`config.mk`:
```
export PLATFORM = sky130hd
export DESIGN_NAME = eeprom_front_end_flat
export DESIGN_NICKNAME = d
export VERILOG_FILES = /design/src/hw/eeprom_link_pkg.sv /design/src/hw/eeprom_link_if.sv /design/src/hw/eeprom_front_end.sv /design/src/flat_wrapper.sv
export SDC_FILE = /design/constraint.sdc
export NUM_CORES = 1
export LEC_CHECK = 0
export ABC_AREA = 1
export BUFFER_PORTS_ARGS = -buffer_cell sky130_fd_sc_hd__buf_2
export CAP_MARGIN = 20
export CORE_AREA = 2 2 92 94
export DETAILED_ROUTE_END_ITERATION = 10
export DIE_AREA = 0 0 94 96
export PLACE_DENSITY_LB_ADDON = 0.08
export REMOVE_ABC_BUFFERS = 1
export SLEW_MARGIN = 20
export SYNTH_ARGS = -nofsm -noshare
export SYNTH_HDL_FRONTEND = slang
export SYNTH_SLANG_ARGS = --single-unit
export TNS_END_PERCENT = 5
```
`constraint.sdc`:
```
create_clock -name clk -period 1.7 [get_ports clk]
set_input_delay 0.17 -clock clk [delete_from_list [all_inputs] [get_ports clk]]
set_output_delay 0.17 -clock clk [all_outputs]
set_load 0.02 [all_outputs]
```
`src/hw/eeprom_link_pkg.sv`:
```
package eeprom_link_pkg;
	// Opcodes (configurable, values arbitrary)
	localparam logic [7:0] OP_SIGNATURE  = 8'hAB;
	localparam logic [7:0] OP_POWER_DOWN = 8'hB9;
	localparam logic [7:0] OP_WRITE_EN   = 8'h06;
	localparam logic [7:0] OP_WRITE_SR   = 8'h01;
	localparam logic [7:0] OP_WRITE_DATA = 8'h02;
	// Signature value, arbitrary
	localparam logic [7:0] SIGNATURE_VAL = 8'h5A;
	localparam int         INSTR_BITS    = 8;
	localparam int         ADDR_BITS     = 16;
	localparam int         SIG_BITS      = 8;
	localparam int         SR_PROT_BIT   = 7;
	localparam logic [7:0] SR_RESET      = 8'h00;
	// Release delay in ns and derived cycles at 4 ns
	localparam int         CLK_PERIOD_NS = 4;
	localparam int         RELEASE_NS    = 400;
	localparam int         RELEASE_CYC   = (RELEASE_NS + CLK_PERIOD_NS - 1) / CLK_PERIOD_NS;
	localparam int         PROG_NS       = 2000;
	localparam int         PROG_CYC      = (PROG_NS + CLK_PERIOD_NS - 1) / CLK_PERIOD_NS;
	localparam logic [15:0] RELEASE_CNT  = 16'(RELEASE_CYC);
	localparam logic [15:0] PROG_CNT     = 16'(PROG_CYC);
	localparam logic [15:0] CNT_ONE      = 16'h0001;
	localparam logic [15:0] CNT_ZERO     = 16'h0000;
	// Master clock half period minus one, in system cycles
	localparam logic [3:0]  HALF_DIV     = 4'h6;
	localparam logic [5:0]  BIT_ZERO     = 6'h00;
	localparam logic [5:0]  BIT_INSTR    = 6'h08;
	localparam logic [5:0]  BIT_ADDR_END = 6'h18;
	localparam logic [5:0]  BIT_DATA_END = 6'h20;
endpackage

```
`src/hw/eeprom_link_if.sv`:
```
interface eeprom_link_if;
	logic sel_n;
	logic sclk;
	logic sdi;
	logic pause_n;
	logic sdo_o;
	logic sdo_oe;
	logic sdo;
	// Wire level of the shared output line, pulled high when released
	assign sdo = sdo_oe ? sdo_o : 1'b1;
	modport master (output sel_n, output sclk, output sdi, output pause_n, input sdo);
	modport memory (input sel_n, input sclk, input sdi, input pause_n,
		output sdo_o, output sdo_oe);
endinterface

```
`src/hw/eeprom_front_end.sv`:
```
// Notes on behaviour
// - Power-down discards all but signature command
// - Signature refused while programming
// - Instruction, 16 dummy bits, 8-bit signature
// - Signature repeats until deselect
// - Deselect after signature: standby after delay
// - Deselect after instruction still releases power-down
// - Select low selects; high forces standby
// - Programming completes regardless of select
// - Output released while deselected
// - Select rise after write sequence starts program
// - Master selects before any command
// - Output changes after clock falling edge
// - Input sampled on clock rising edge
// - Protect pin low and enable bit block status
// - Enable bit low ignores protect pin
// - Protect pin change cannot stop running cycle
// - Pause holds sequence without reset
// - Pause starts at once only with clock low
// - Resume at once only with clock low
// - Clock and input ignored while paused
// - Output follows pause pin edges immediately
// - Power-down needs deselect right after instruction
module eeprom_front_end
	import eeprom_link_pkg::*;
(
	input  wire logic clk,
	input  wire logic srst,
	eeprom_link_if.memory link,
	input  wire logic protect_n,
	output logic      powered_down,
	output logic      programming,
	output logic [7:0] status_q
);
	logic [1:0]  sel_s;
	logic [1:0]  clk_s;
	logic [1:0]  sdi_s;
	logic [1:0]  pause_s;
	logic [1:0]  prot_s;
	logic        sclk_prev_q;
	logic        sel_prev_q;
	logic [5:0]  bit_cnt_q;
	logic [7:0]  instr_q;
	logic [7:0]  data_q;
	logic [7:0]  sig_sh_q;
	logic [2:0]  sig_idx_q;
	logic        wen_q;
	logic        paused_q;
	logic        sdo_o_q;
	logic        sdo_oe_q;
	logic        sdo_drive_q;
	logic [15:0] rel_cnt_q;
	logic [15:0] prog_cnt_q;
	logic        sig_seen_q;

	// Two-stage synchronisers on every pin
	always_ff @(posedge clk) begin
		if (srst) begin
			sel_s <= 2'b11;
			clk_s <= 2'b00;
			sdi_s <= 2'b00;
			pause_s <= 2'b11;
		end else begin
			sel_s <= {sel_s[0], link.sel_n};
			clk_s <= {clk_s[0], link.sclk};
			sdi_s <= {sdi_s[0], link.sdi};
			pause_s <= {pause_s[0], link.pause_n};
		end
	end

	wire selected = !sel_s[1] && rel_cnt_q == CNT_ZERO;
	wire rise     = clk_s[1] && !sclk_prev_q;
	wire fall     = !clk_s[1] && sclk_prev_q;
	wire sel_rise = sel_s[1] && !sel_prev_q;
	wire shift_en = selected && !paused_q;

	// Protect pin synchroniser; idle high means unprotected
	always_ff @(posedge clk) begin
		if (srst)
			prot_s <= 2'b11;
		else
			prot_s <= {prot_s[0], protect_n};
	end

	// Edge history
	always_ff @(posedge clk) begin
		if (srst) begin
			sclk_prev_q <= 1'b0;
			sel_prev_q <= 1'b1;
		end else begin
			sclk_prev_q <= clk_s[1];
			sel_prev_q <= sel_s[1];
		end
	end

	// Pause entry and exit only with clock low or on its falling edge
	always_ff @(posedge clk) begin
		if (srst || !selected) begin
			paused_q <= 1'b0;
		end else if (pause_s[1] != !paused_q && (!clk_s[1] || fall)) begin
			paused_q <= !pause_s[1];
		end
	end

	// Input shift on rising edge, MSB first
	always_ff @(posedge clk) begin
		if (srst || !selected) begin
			bit_cnt_q <= BIT_ZERO;
			instr_q <= 8'h00;
			data_q <= 8'h00;
		end else if (shift_en && rise) begin
			if (bit_cnt_q < BIT_INSTR)
				instr_q <= {instr_q[6:0], sdi_s[1]};
			else
				data_q <= {data_q[6:0], sdi_s[1]};
			if (!(&bit_cnt_q)) // Saturate so long frames cannot wrap
				bit_cnt_q <= bit_cnt_q + 6'h01;
		end
	end

	wire instr_done = bit_cnt_q >= BIT_INSTR;
	wire sig_cmd    = instr_done && instr_q == OP_SIGNATURE;
	wire sig_ok     = sig_cmd && !programming;
	wire sig_phase  = sig_ok && bit_cnt_q >= BIT_ADDR_END;

	// Signature shifter: loaded while deselected and after every eighth bit, shifted from address end on falling edge
	always_ff @(posedge clk) begin
		if (srst || !selected) begin
			sig_idx_q <= 3'h0;
			sig_sh_q <= SIGNATURE_VAL;
			sdo_o_q <= 1'b0;
			sig_seen_q <= 1'b0;
		end else if (shift_en && fall && sig_phase) begin
			sdo_o_q <= sig_sh_q[7];
			sig_sh_q <= (sig_idx_q == 3'h7) ? SIGNATURE_VAL : {sig_sh_q[6:0], 1'b0};
			sig_idx_q <= sig_idx_q + 3'h1;
			if (sig_idx_q == 3'h7)
				sig_seen_q <= 1'b1;
		end
	end

	// Output enable: deselect and pause release the line at once
	always_ff @(posedge clk) begin
		if (srst) begin
			sdo_drive_q <= 1'b0;
			sdo_oe_q <= 1'b0;
		end else begin
			if (!selected)
				sdo_drive_q <= 1'b0;
			else if (shift_en && fall && sig_phase)
				sdo_drive_q <= 1'b1;
			sdo_oe_q <= selected && sdo_drive_q && pause_s[1];
		end
	end
	assign link.sdo_o = sdo_o_q;
	assign link.sdo_oe = sdo_oe_q;

	// Capture per-frame intents at deselect edge
	wire at_instr_end = bit_cnt_q == BIT_INSTR;
	wire sr_ok = !(status_q[SR_PROT_BIT] && !prot_s[1]);
	always_ff @(posedge clk) begin
		if (srst) begin
			wen_q <= 1'b0;
			powered_down <= 1'b0;
			status_q <= SR_RESET;
			rel_cnt_q <= CNT_ZERO;
			prog_cnt_q <= CNT_ZERO;
			programming <= 1'b0;
		end else begin
			if (rel_cnt_q != CNT_ZERO)
				rel_cnt_q <= rel_cnt_q - CNT_ONE;
			if (programming) begin
				prog_cnt_q <= prog_cnt_q - CNT_ONE;
				if (prog_cnt_q == CNT_ONE)
					programming <= 1'b0;
			end
			if (sel_rise && rel_cnt_q == CNT_ZERO) begin
				if (powered_down) begin
					if (sig_cmd && instr_done) begin
						powered_down <= 1'b0;
						rel_cnt_q <= RELEASE_CNT;
					end
				end else if (!programming) begin
					if (sig_ok && sig_seen_q)
						rel_cnt_q <= RELEASE_CNT;
					else if (at_instr_end && instr_q == OP_POWER_DOWN)
						powered_down <= 1'b1;
					else if (at_instr_end && instr_q == OP_WRITE_EN)
						wen_q <= 1'b1;
					else if (wen_q && bit_cnt_q == BIT_INSTR + BIT_INSTR // Opcode and one byte
						&& instr_q == OP_WRITE_SR) begin
						wen_q <= 1'b0;
						if (sr_ok) begin
							status_q <= data_q;
							programming <= 1'b1;
							prog_cnt_q <= PROG_CNT;
						end
					end else if (wen_q && bit_cnt_q == BIT_DATA_END
						&& instr_q == OP_WRITE_DATA) begin
						wen_q <= 1'b0;
						programming <= 1'b1;
						prog_cnt_q <= PROG_CNT;
					end
				end
			end
		end
	end
endmodule

```
`src/flat_wrapper.sv`:
```
// flat-port wrapper written by rule: the top's interface ports become plain ports
module eeprom_front_end_flat import eeprom_link_pkg::*;
  (clk, srst, protect_n, powered_down, programming, status_q, link_sel_n, link_sclk, link_sdi, link_pause_n, link_sdo_o, link_sdo_oe);
  eeprom_link_if link_i ();
  input  wire logic clk;
  input  wire logic srst;
  input  wire logic protect_n;
  output logic powered_down;
  output logic programming;
  output logic [7:0] status_q;
  input wire logic [$bits(link_i.sel_n)-1:0] link_sel_n;
  input wire logic [$bits(link_i.sclk)-1:0] link_sclk;
  input wire logic [$bits(link_i.sdi)-1:0] link_sdi;
  input wire logic [$bits(link_i.pause_n)-1:0] link_pause_n;
  output wire logic [$bits(link_i.sdo_o)-1:0] link_sdo_o;
  output wire logic [$bits(link_i.sdo_oe)-1:0] link_sdo_oe;
  assign link_i.sel_n = link_sel_n;
  assign link_i.sclk = link_sclk;
  assign link_i.sdi = link_sdi;
  assign link_i.pause_n = link_pause_n;
  assign link_sdo_o = link_i.sdo_o;
  assign link_sdo_oe = link_i.sdo_oe;
  eeprom_front_end u_core (.clk(clk), .srst(srst), .link(link_i), .protect_n(protect_n), .powered_down(powered_down), .programming(programming), .status_q(status_q));
endmodule
```
==> results of run 1 <==
## layout by cell type (no fill, tap or decap), types with 3 or more instances in the layout
| cell type | count |
|---|---|
| nor2_1 | 94 |
| nand2_1 | 86 |
| dfxtp_1 | 86 |
| inv_1 | 56 |
| nand3_1 | 40 |
| nor3_1 | 33 |
| buf_4 | 29 |
| a21oi_1 | 26 |
| o21ai_1 | 20 |
| buf_2 | 18 |
| nor2_4 | 14 |
| xor2_1 | 14 |
| o21ai_0 | 13 |
| nor2_2 | 10 |
| nand2_2 | 10 |
| clkbuf_8 | 9 |
| inv_2 | 6 |
| xnor2_1 | 6 |
| or2_2 | 6 |
| dfxtp_2 | 6 |
| ha_1 | 5 |
| dlygate4sd3_1 | 5 |
| nand4_1 | 4 |
| nand2_4 | 3 |
| and3_1 | 3 |
| nand3_2 | 3 |
| buf_12 | 3 |
## per-stage QoR
step / cell area, um2 / worst slack, ps
after CTS: 4962 / 5.576
after detailed placement: 4684 / -19.47
after global routing: 5095 / -53.81
final: 5095 / 97.03
after global placement: 4684 / 23.96
after floorplan: 4193 / -501.8
## power by group
part	total (W)	switching [W]	internal [W]	leakage [nW]
Sequential	0.00249	0.000155	0.00234	0.749
Combinational	0.00210	0.00119	0.000914	1.40
Clock	0.00143	0.000861	0.000567	0.0911
## metal layers
metal / routed length (um) / share of wire (%) / vias up / GRT usage [%]
met1: 4096 / 45 / 1718 / 25.98
met3: 293 / 3.2 / 10 / 4.150
met5: 0 / 0 / - / 0
met2: 4553 / 50 / 57 / 36.67
li1: - / - / 1959 / -
met4: 120 / 1.3 / 0 / 6.643
## flip-flops by register name (all words and copies together) (netlist names), 3 cells and up
register and cells:
u_core.prog_cnt_q 16, u_core.rel_cnt_q 16, u_core.sig_idx_q 3, u_core.data_q 8
u_core.sig_sh_q 7, u_core.bit_cnt_q 6, u_core.status_q 8, u_core.instr_q 8
## how the worst max path moves through the flow
stage | slack, ps | endpoint | from | depth (start not counted)
6_report | 100 | u_core.status_q[5]$_SDFFE_PP0P_ | u_core.bit_cnt_q[0]$_SDFFE_PP0P_ | 11
5_1_grt | -50 | u_core.data_q[0]$_SDFFE_PP0P_ | u_core.rel_cnt_q[5]$_SDFF_PP0_ | 8
4_1_cts | 6 | u_core.status_q[5]$_SDFFE_PP0P_ | u_core.rel_cnt_q[1]$_SDFF_PP0_ | 12
3_5_place_dp | -20 | u_core.status_q[5]$_SDFFE_PP0P_ | u_core.rel_cnt_q[1]$_SDFF_PP0_ | 12
3_3_place_gp | 20 | u_core.status_q[5]$_SDFFE_PP0P_ | u_core.bit_cnt_q[0]$_SDFFE_PP0P_ | 11
2_1_floorplan | -500 | u_core.sig_sh_q[1]$_SDFFE_PP1P_ | u_core.rel_cnt_q[0]$_SDFF_PP0_ | 9
## cell type report
cell class	instances	area share [%]
multi-input combinational	409	43.84
timing repair buffer	56	8.694
tap	105	2.579
sequential	92	36.30
clock buffer	9	2.431
inverter	64	4.813
clock inverter	7	1.351
## cell families (layout without fill, tap and decap cells)
group,after synthesis,in the layout
AO/OA/AOI/OAI,65,65
flip-flops,92,92
XOR/XNOR,20,20
adder cells (fa/ha/maj),7,7
AND/OR/NAND/NOR,316,317
buffers and inverters,77,136
## worst max-delay path: cells and delay by family (launching register included)
kind / cells / cell delay, ps
and+or+nand+nor: 7 / 820
buffers and inverters: 2 / 100
DFF: 1 / 350
adders and majority gates: 1 / 130
AOI/OAI and AO/OA: 1 / 60
## repair_timing
action | in CTS | in global routing
endpoints found under the hold margin | 5 | 0
pin swaps | 2 | 8
hold buffers | 5 | 0
endpoints found under the setup margin | 25 | 63
cloned | 1 | 1
setup buffers | 0 | 1
gates resized for setup | 7 | 35
==> results.ini, run 1 <==
[status]
status=complete, no violations

[synth]
yosys.area.top_type_share_pct=43.10
seq_area_frac_synth_pct=43.10
avgSynthCellArea_um2=7.405
muxShareOfSynthArea_pct=0
yosysWarnings=0
synthAdderAreaFrac_pct=2.050
synthSimpleGateAreaFrac_pct=35.26
synth_commonest_cells=nor2_1 (103), dfxtp_1 (92), nand2_1 (90), inv_1 (60), nand3_1 (41)
async_reset_ff_share_pct=0
synth_edf_count=0
synth_xor_area_share_pct=4.100
post-synth-top-count-cell=nor2_1
synthFlopType=dfxtp_1
synth_compound_area_share_pct=7.936
synth_largest_area_cell=dfxtp_1
ys_seq_elements=92
netlist_area_um2=4273
synth_top_family_by_area=simple AND/OR/NAND/NOR gates
syn_inst=577
ys_types=36
synth_area_leaders=dfxtp_1 (43%), nor2_1 (9.0%), nand2_1 (7.9%), inv_1 (5.3%), nand3_1 (4.8%)

[sta]
tightestPinTransition_ps=531.9
finalSetupViolations=0
drv_slew=0
rsz0062_at_grt=true
hold_slack_ps=152.1
slew_headroom_pct=64.54
finalSetupTns_ps=0
finalHoldViolations=0
clock_skew_ps=15.01
post-route-period-util_pct=94.29
max_freq_mhz=623.8
post-route-min-period_ps=1603

[worst_setup_path]
r2r-start=u_core.bit_cnt_q[0]$_SDFFE_PP0P_
worst-r2r-setup-slack_ps=100
arrival_ps=1830
crit_chain=inv_4, ha_4, inv_1, nor2_1, nand2_1, nor2_1, nand3_2, nor2_8, nand2_4, nand2_1, a21oi_1
timing.rr.end=u_core.status_q[5]$_SDFFE_PP0P_
cpPeakStageDelay_ps=350
critPathKind=reg -> reg
cp.required_ps=1930
slowest_stage=dfxtp_2
r2r_cells=11
critPathLaunchType=flop
endpoint_kind=flop
cp_max_fo=8

[die]
start_util_pct=53.07
fp.dieH_um=96
chipWidth_um=94
core_area_um2=8051
io_pins=19
num_rows=33
die-area_um2=9024

[clock_tree]
tritoncts=yes
clk_latency_ps=360
numCtsBuffers=9
cts_root_buffer=clkbuf_8
clock-sinks=92
cts_buffer_depth=2
cts_max_level=3
clk_pin_slew_ps=100

[global_route]
grt_pass1_wl_mm=15.06
first_global_vias=3400
track_usage_pct=20.93
grt_start_max_net_pins=49
grt_remaining_overflow=0
antenna_found_initial=0

[pwr]
p_total_w=0.006023
vdd_drop_max_mv=0.5927
leakage_nw=2.239
power_density_nw_per_um2=1182

[finish]
drive_gt1_share_pct=21.19
post-route-util_pct=63.28
regArea_um2=1849
nets=646
multi_input_area_um2=2233
diodes=0
area_growth_pct=19.24
n_fill_cell=743
instances_no_fill=742

[routing]
via_per_inst=5.046
drtIter0Drc=102
drc_errors=0
wl_per_cell_um=12.21
num_vias=3744
routed_wl_mm=9.063
dr.pass1.iters=4
antenna_left=0

[min_path]
hp-start=srst
holdPathEnd=u_core.sel_prev_q$_SDFF_PP1_
hold_path.class=in -> reg
min_path_cells=3

[run]
max-cap-violations=0

[placement]
place_hpwl_mm=6.369
dp.cells=718
place.gp.congestion=0.8664
port_buffers=18

Power figures use the tool's default switching activity.
==> run 2, diff against run 1 <==
- BUFFER_PORTS_ARGS: -buffer_cell sky130_fd_sc_hd__buf_2 -> default
- DONT_BUFFER_PORTS: default -> 1
==> run 2 against run 1 <==
Against the previous run: final area fell by 0.20%; non-clock buffer count fell by 10; critical path depth fell by 2; clock skew fell by 6.2 ps; core utilization fell by 0.12 points; die area did not move; global-route usage rose by 0.26 points; sequential share of layout area rose by 0.071 points; total power rose by 4.5%; register-to-register slack got worse by 60 ps.
==> results.ini, run 2 (synthesis results as in run 1) <==
[routing]
dr.pass1.iters=4
wl_per_cell_um=12.59
via_per_inst=5.081
routed_wl_mm=9.202
antenna_left=0
drtIter0Drc=164
num_vias=3714
drc_errors=0

[worst_setup_path]
worstSetupStartpoint=u_core.rel_cnt_q[2]$_SDFF_PP0_
timing.rr.end=u_core.data_q[2]$_SDFFE_PP0P_
cp.required_ps=2000
critPathLaunchType=flop
worst-r2r-setup-slack_ps=40
r2r-start=u_core.rel_cnt_q[2]$_SDFF_PP0_
cp_max_fo=6
crit_path_end=u_core.data_q[2]$_SDFFE_PP0P_
critPathKind=reg -> reg
r2r_cells=9
arrival_ps=1960
endpoint_kind=flop

[pwr]
p_total_w=0.006296
leakage_nw=2.215
sw_frac_of_total_pct=33.59
power_density_nw_per_um2=1238
pwr-share-comb_pct=33.2
p_switching_w=0.002115
vdd_drop_max_mv=0.5153
p_int_w=0.004182
p_clk_share_pct=27.0
p_seq_share_pct=39.8

[sta]
slew_headroom_pct=74.89
post-route-period-util_pct=97.83
post-route-min-period_ps=1663
drv_slew=0
finalSetupViolations=0
tightestPinTransition_ps=373.8
clock_skew_ps=8.857
max_freq_mhz=601.3
finalHoldViolations=0
rsz0062_at_grt=true

[finish]
diodes=0
nets=635
reg_top3=u_core.prog_cnt_q (16), u_core.rel_cnt_q (16)
final_area_um2=5085
layout_common_cells=nor2_1 (94), nand2_1 (88), dfxtp_1 (86), inv_1 (59), nand3_1 (39)
area_growth_pct=19.00
drive_gt1_share_pct=19.33
final_common_cell=nor2_1
post-route-util_pct=63.15

[clock_tree]
clk_pin_slew_ps=90
numCtsBuffers=9
tritoncts=yes
clk_latency_ps=360
cts_buffer_depth=2
cts_max_level=3
clock-sinks=92
cts_root_buffer=clkbuf_8

[global_route]
grt_remaining_overflow=0
track_usage_pct=21.19
grt_pass1_wl_mm=15.20
first_global_vias=3474
grt_start_max_net_pins=49
antenna_found_initial=0

[placement]
dpl_cell_area_um2=4602
place_hpwl_mm=6.456
place.gp.congestion=0.8523
port_buffers=0

[min_path]
hp-start=srst
hold_path.class=in -> reg

[die]
fp.dieH_um=96
num_rows=33
io_pins=19
core_area_um2=8051
chipWidth_um=94
start_util_pct=53.07
die-area_um2=9024

[run]
max-cap-violations=0

[status]
status=complete, no violations

run 2: cell types whose count changed in the layout (fill, tap and decap cells not counted), moves of 3 or more:
cell / previous run / this run
buf_2: 18 / 1
buf_4: 29 / 34
inv_1: 56 / 59
nor2_4: 14 / 11
run 2: through the flow:
stage                     hold slack [ps]  cells  setup slack (ps)  setup TNS [ps]
after floorplan                     239.1    564            -501.8          -14890
after global placement              245.3    701             31.29               0
after detailed placement            246.6    701            -23.08          -111.8
after CTS                           44.69    725             1.965               0
after global routing                64.31    731            -91.78           -1829
final                               56.27    731             36.83               0
run 2: per-layer routing:
metal	wire (um)	vias to the layer above	global-route usage, %
met2	4564	51	37.86
li1	-	1936	-
met1	4138	1707	25.27
met4	163	0	7.246
met3	335	20	4.542
met5	0	-	0
run 2: how the worst min path moves through the flow:
stage | end | slack (ps) | cells past startpoint
2_1_floorplan | u_core.powered_down$_SDFFE_PP0P_ | 240 | 1
3_3_place_gp | u_core.status_q[0]$_SDFFE_PP0P_ | 250 | 1
3_5_place_dp | u_core.status_q[7]$_SDFFE_PP0P_ | 250 | 1
4_1_cts | u_core.rel_cnt_q[2]$_SDFF_PP0_ | 40 | 3
5_1_grt | u_core.rel_cnt_q[6]$_SDFF_PP0_ | 60 | 3
6_report | u_core.rel_cnt_q[6]$_SDFF_PP0_ | 60 | 3
run 2: layout make-up:
type / instances / area (um2)
Clock buffer: 12 / 155.1
Tap cell: 105 / 131.4
Timing Repair Buffer: 46 / 412.9
Multi-Input combinational cell: 408 / 2213
Fill cell: 738 / 2967
Clock inverter: 4 / 80.08
Sequential cell: 92 / 1849
Inverter: 64 / 242.7
run 2: power groups by stage:
| stage | logic (W) | clock network (W) | registers, W |
|---|---|---|---|
| 2_1_floorplan | 0.00137 | 0 | 0.00250 |
| 3_3_place_gp | 0.00187 | 0 | 0.00253 |
| 3_5_place_dp | 0.00190 | 0 | 0.00253 |
| 4_1_cts | 0.00197 | 0.00174 | 0.00248 |
| 5_1_grt | 0.00230 | 0.00181 | 0.00253 |
| 6_report | 0.00209 | 0.00170 | 0.00251 |
run 2: repair_timing:
action	in CTS	in global routing
endpoints found under the hold margin	48	0
gates cloned	0	1
hold buffers	6	0
resized for setup	3	36
endpoints found under the setup margin	21	66
buffers inserted	2	5
pin swaps	0	8
run 2: critical path, stage by stage, from the launching register on:
cell and delay (ps):
dfxtp_1 340, nor2_2 200, nand2_4 100, nor2_4 170
nand4_4 190, buf_12 200, nor2_8 140, buf_6 130
o21ai_1 50, nor2_1 80
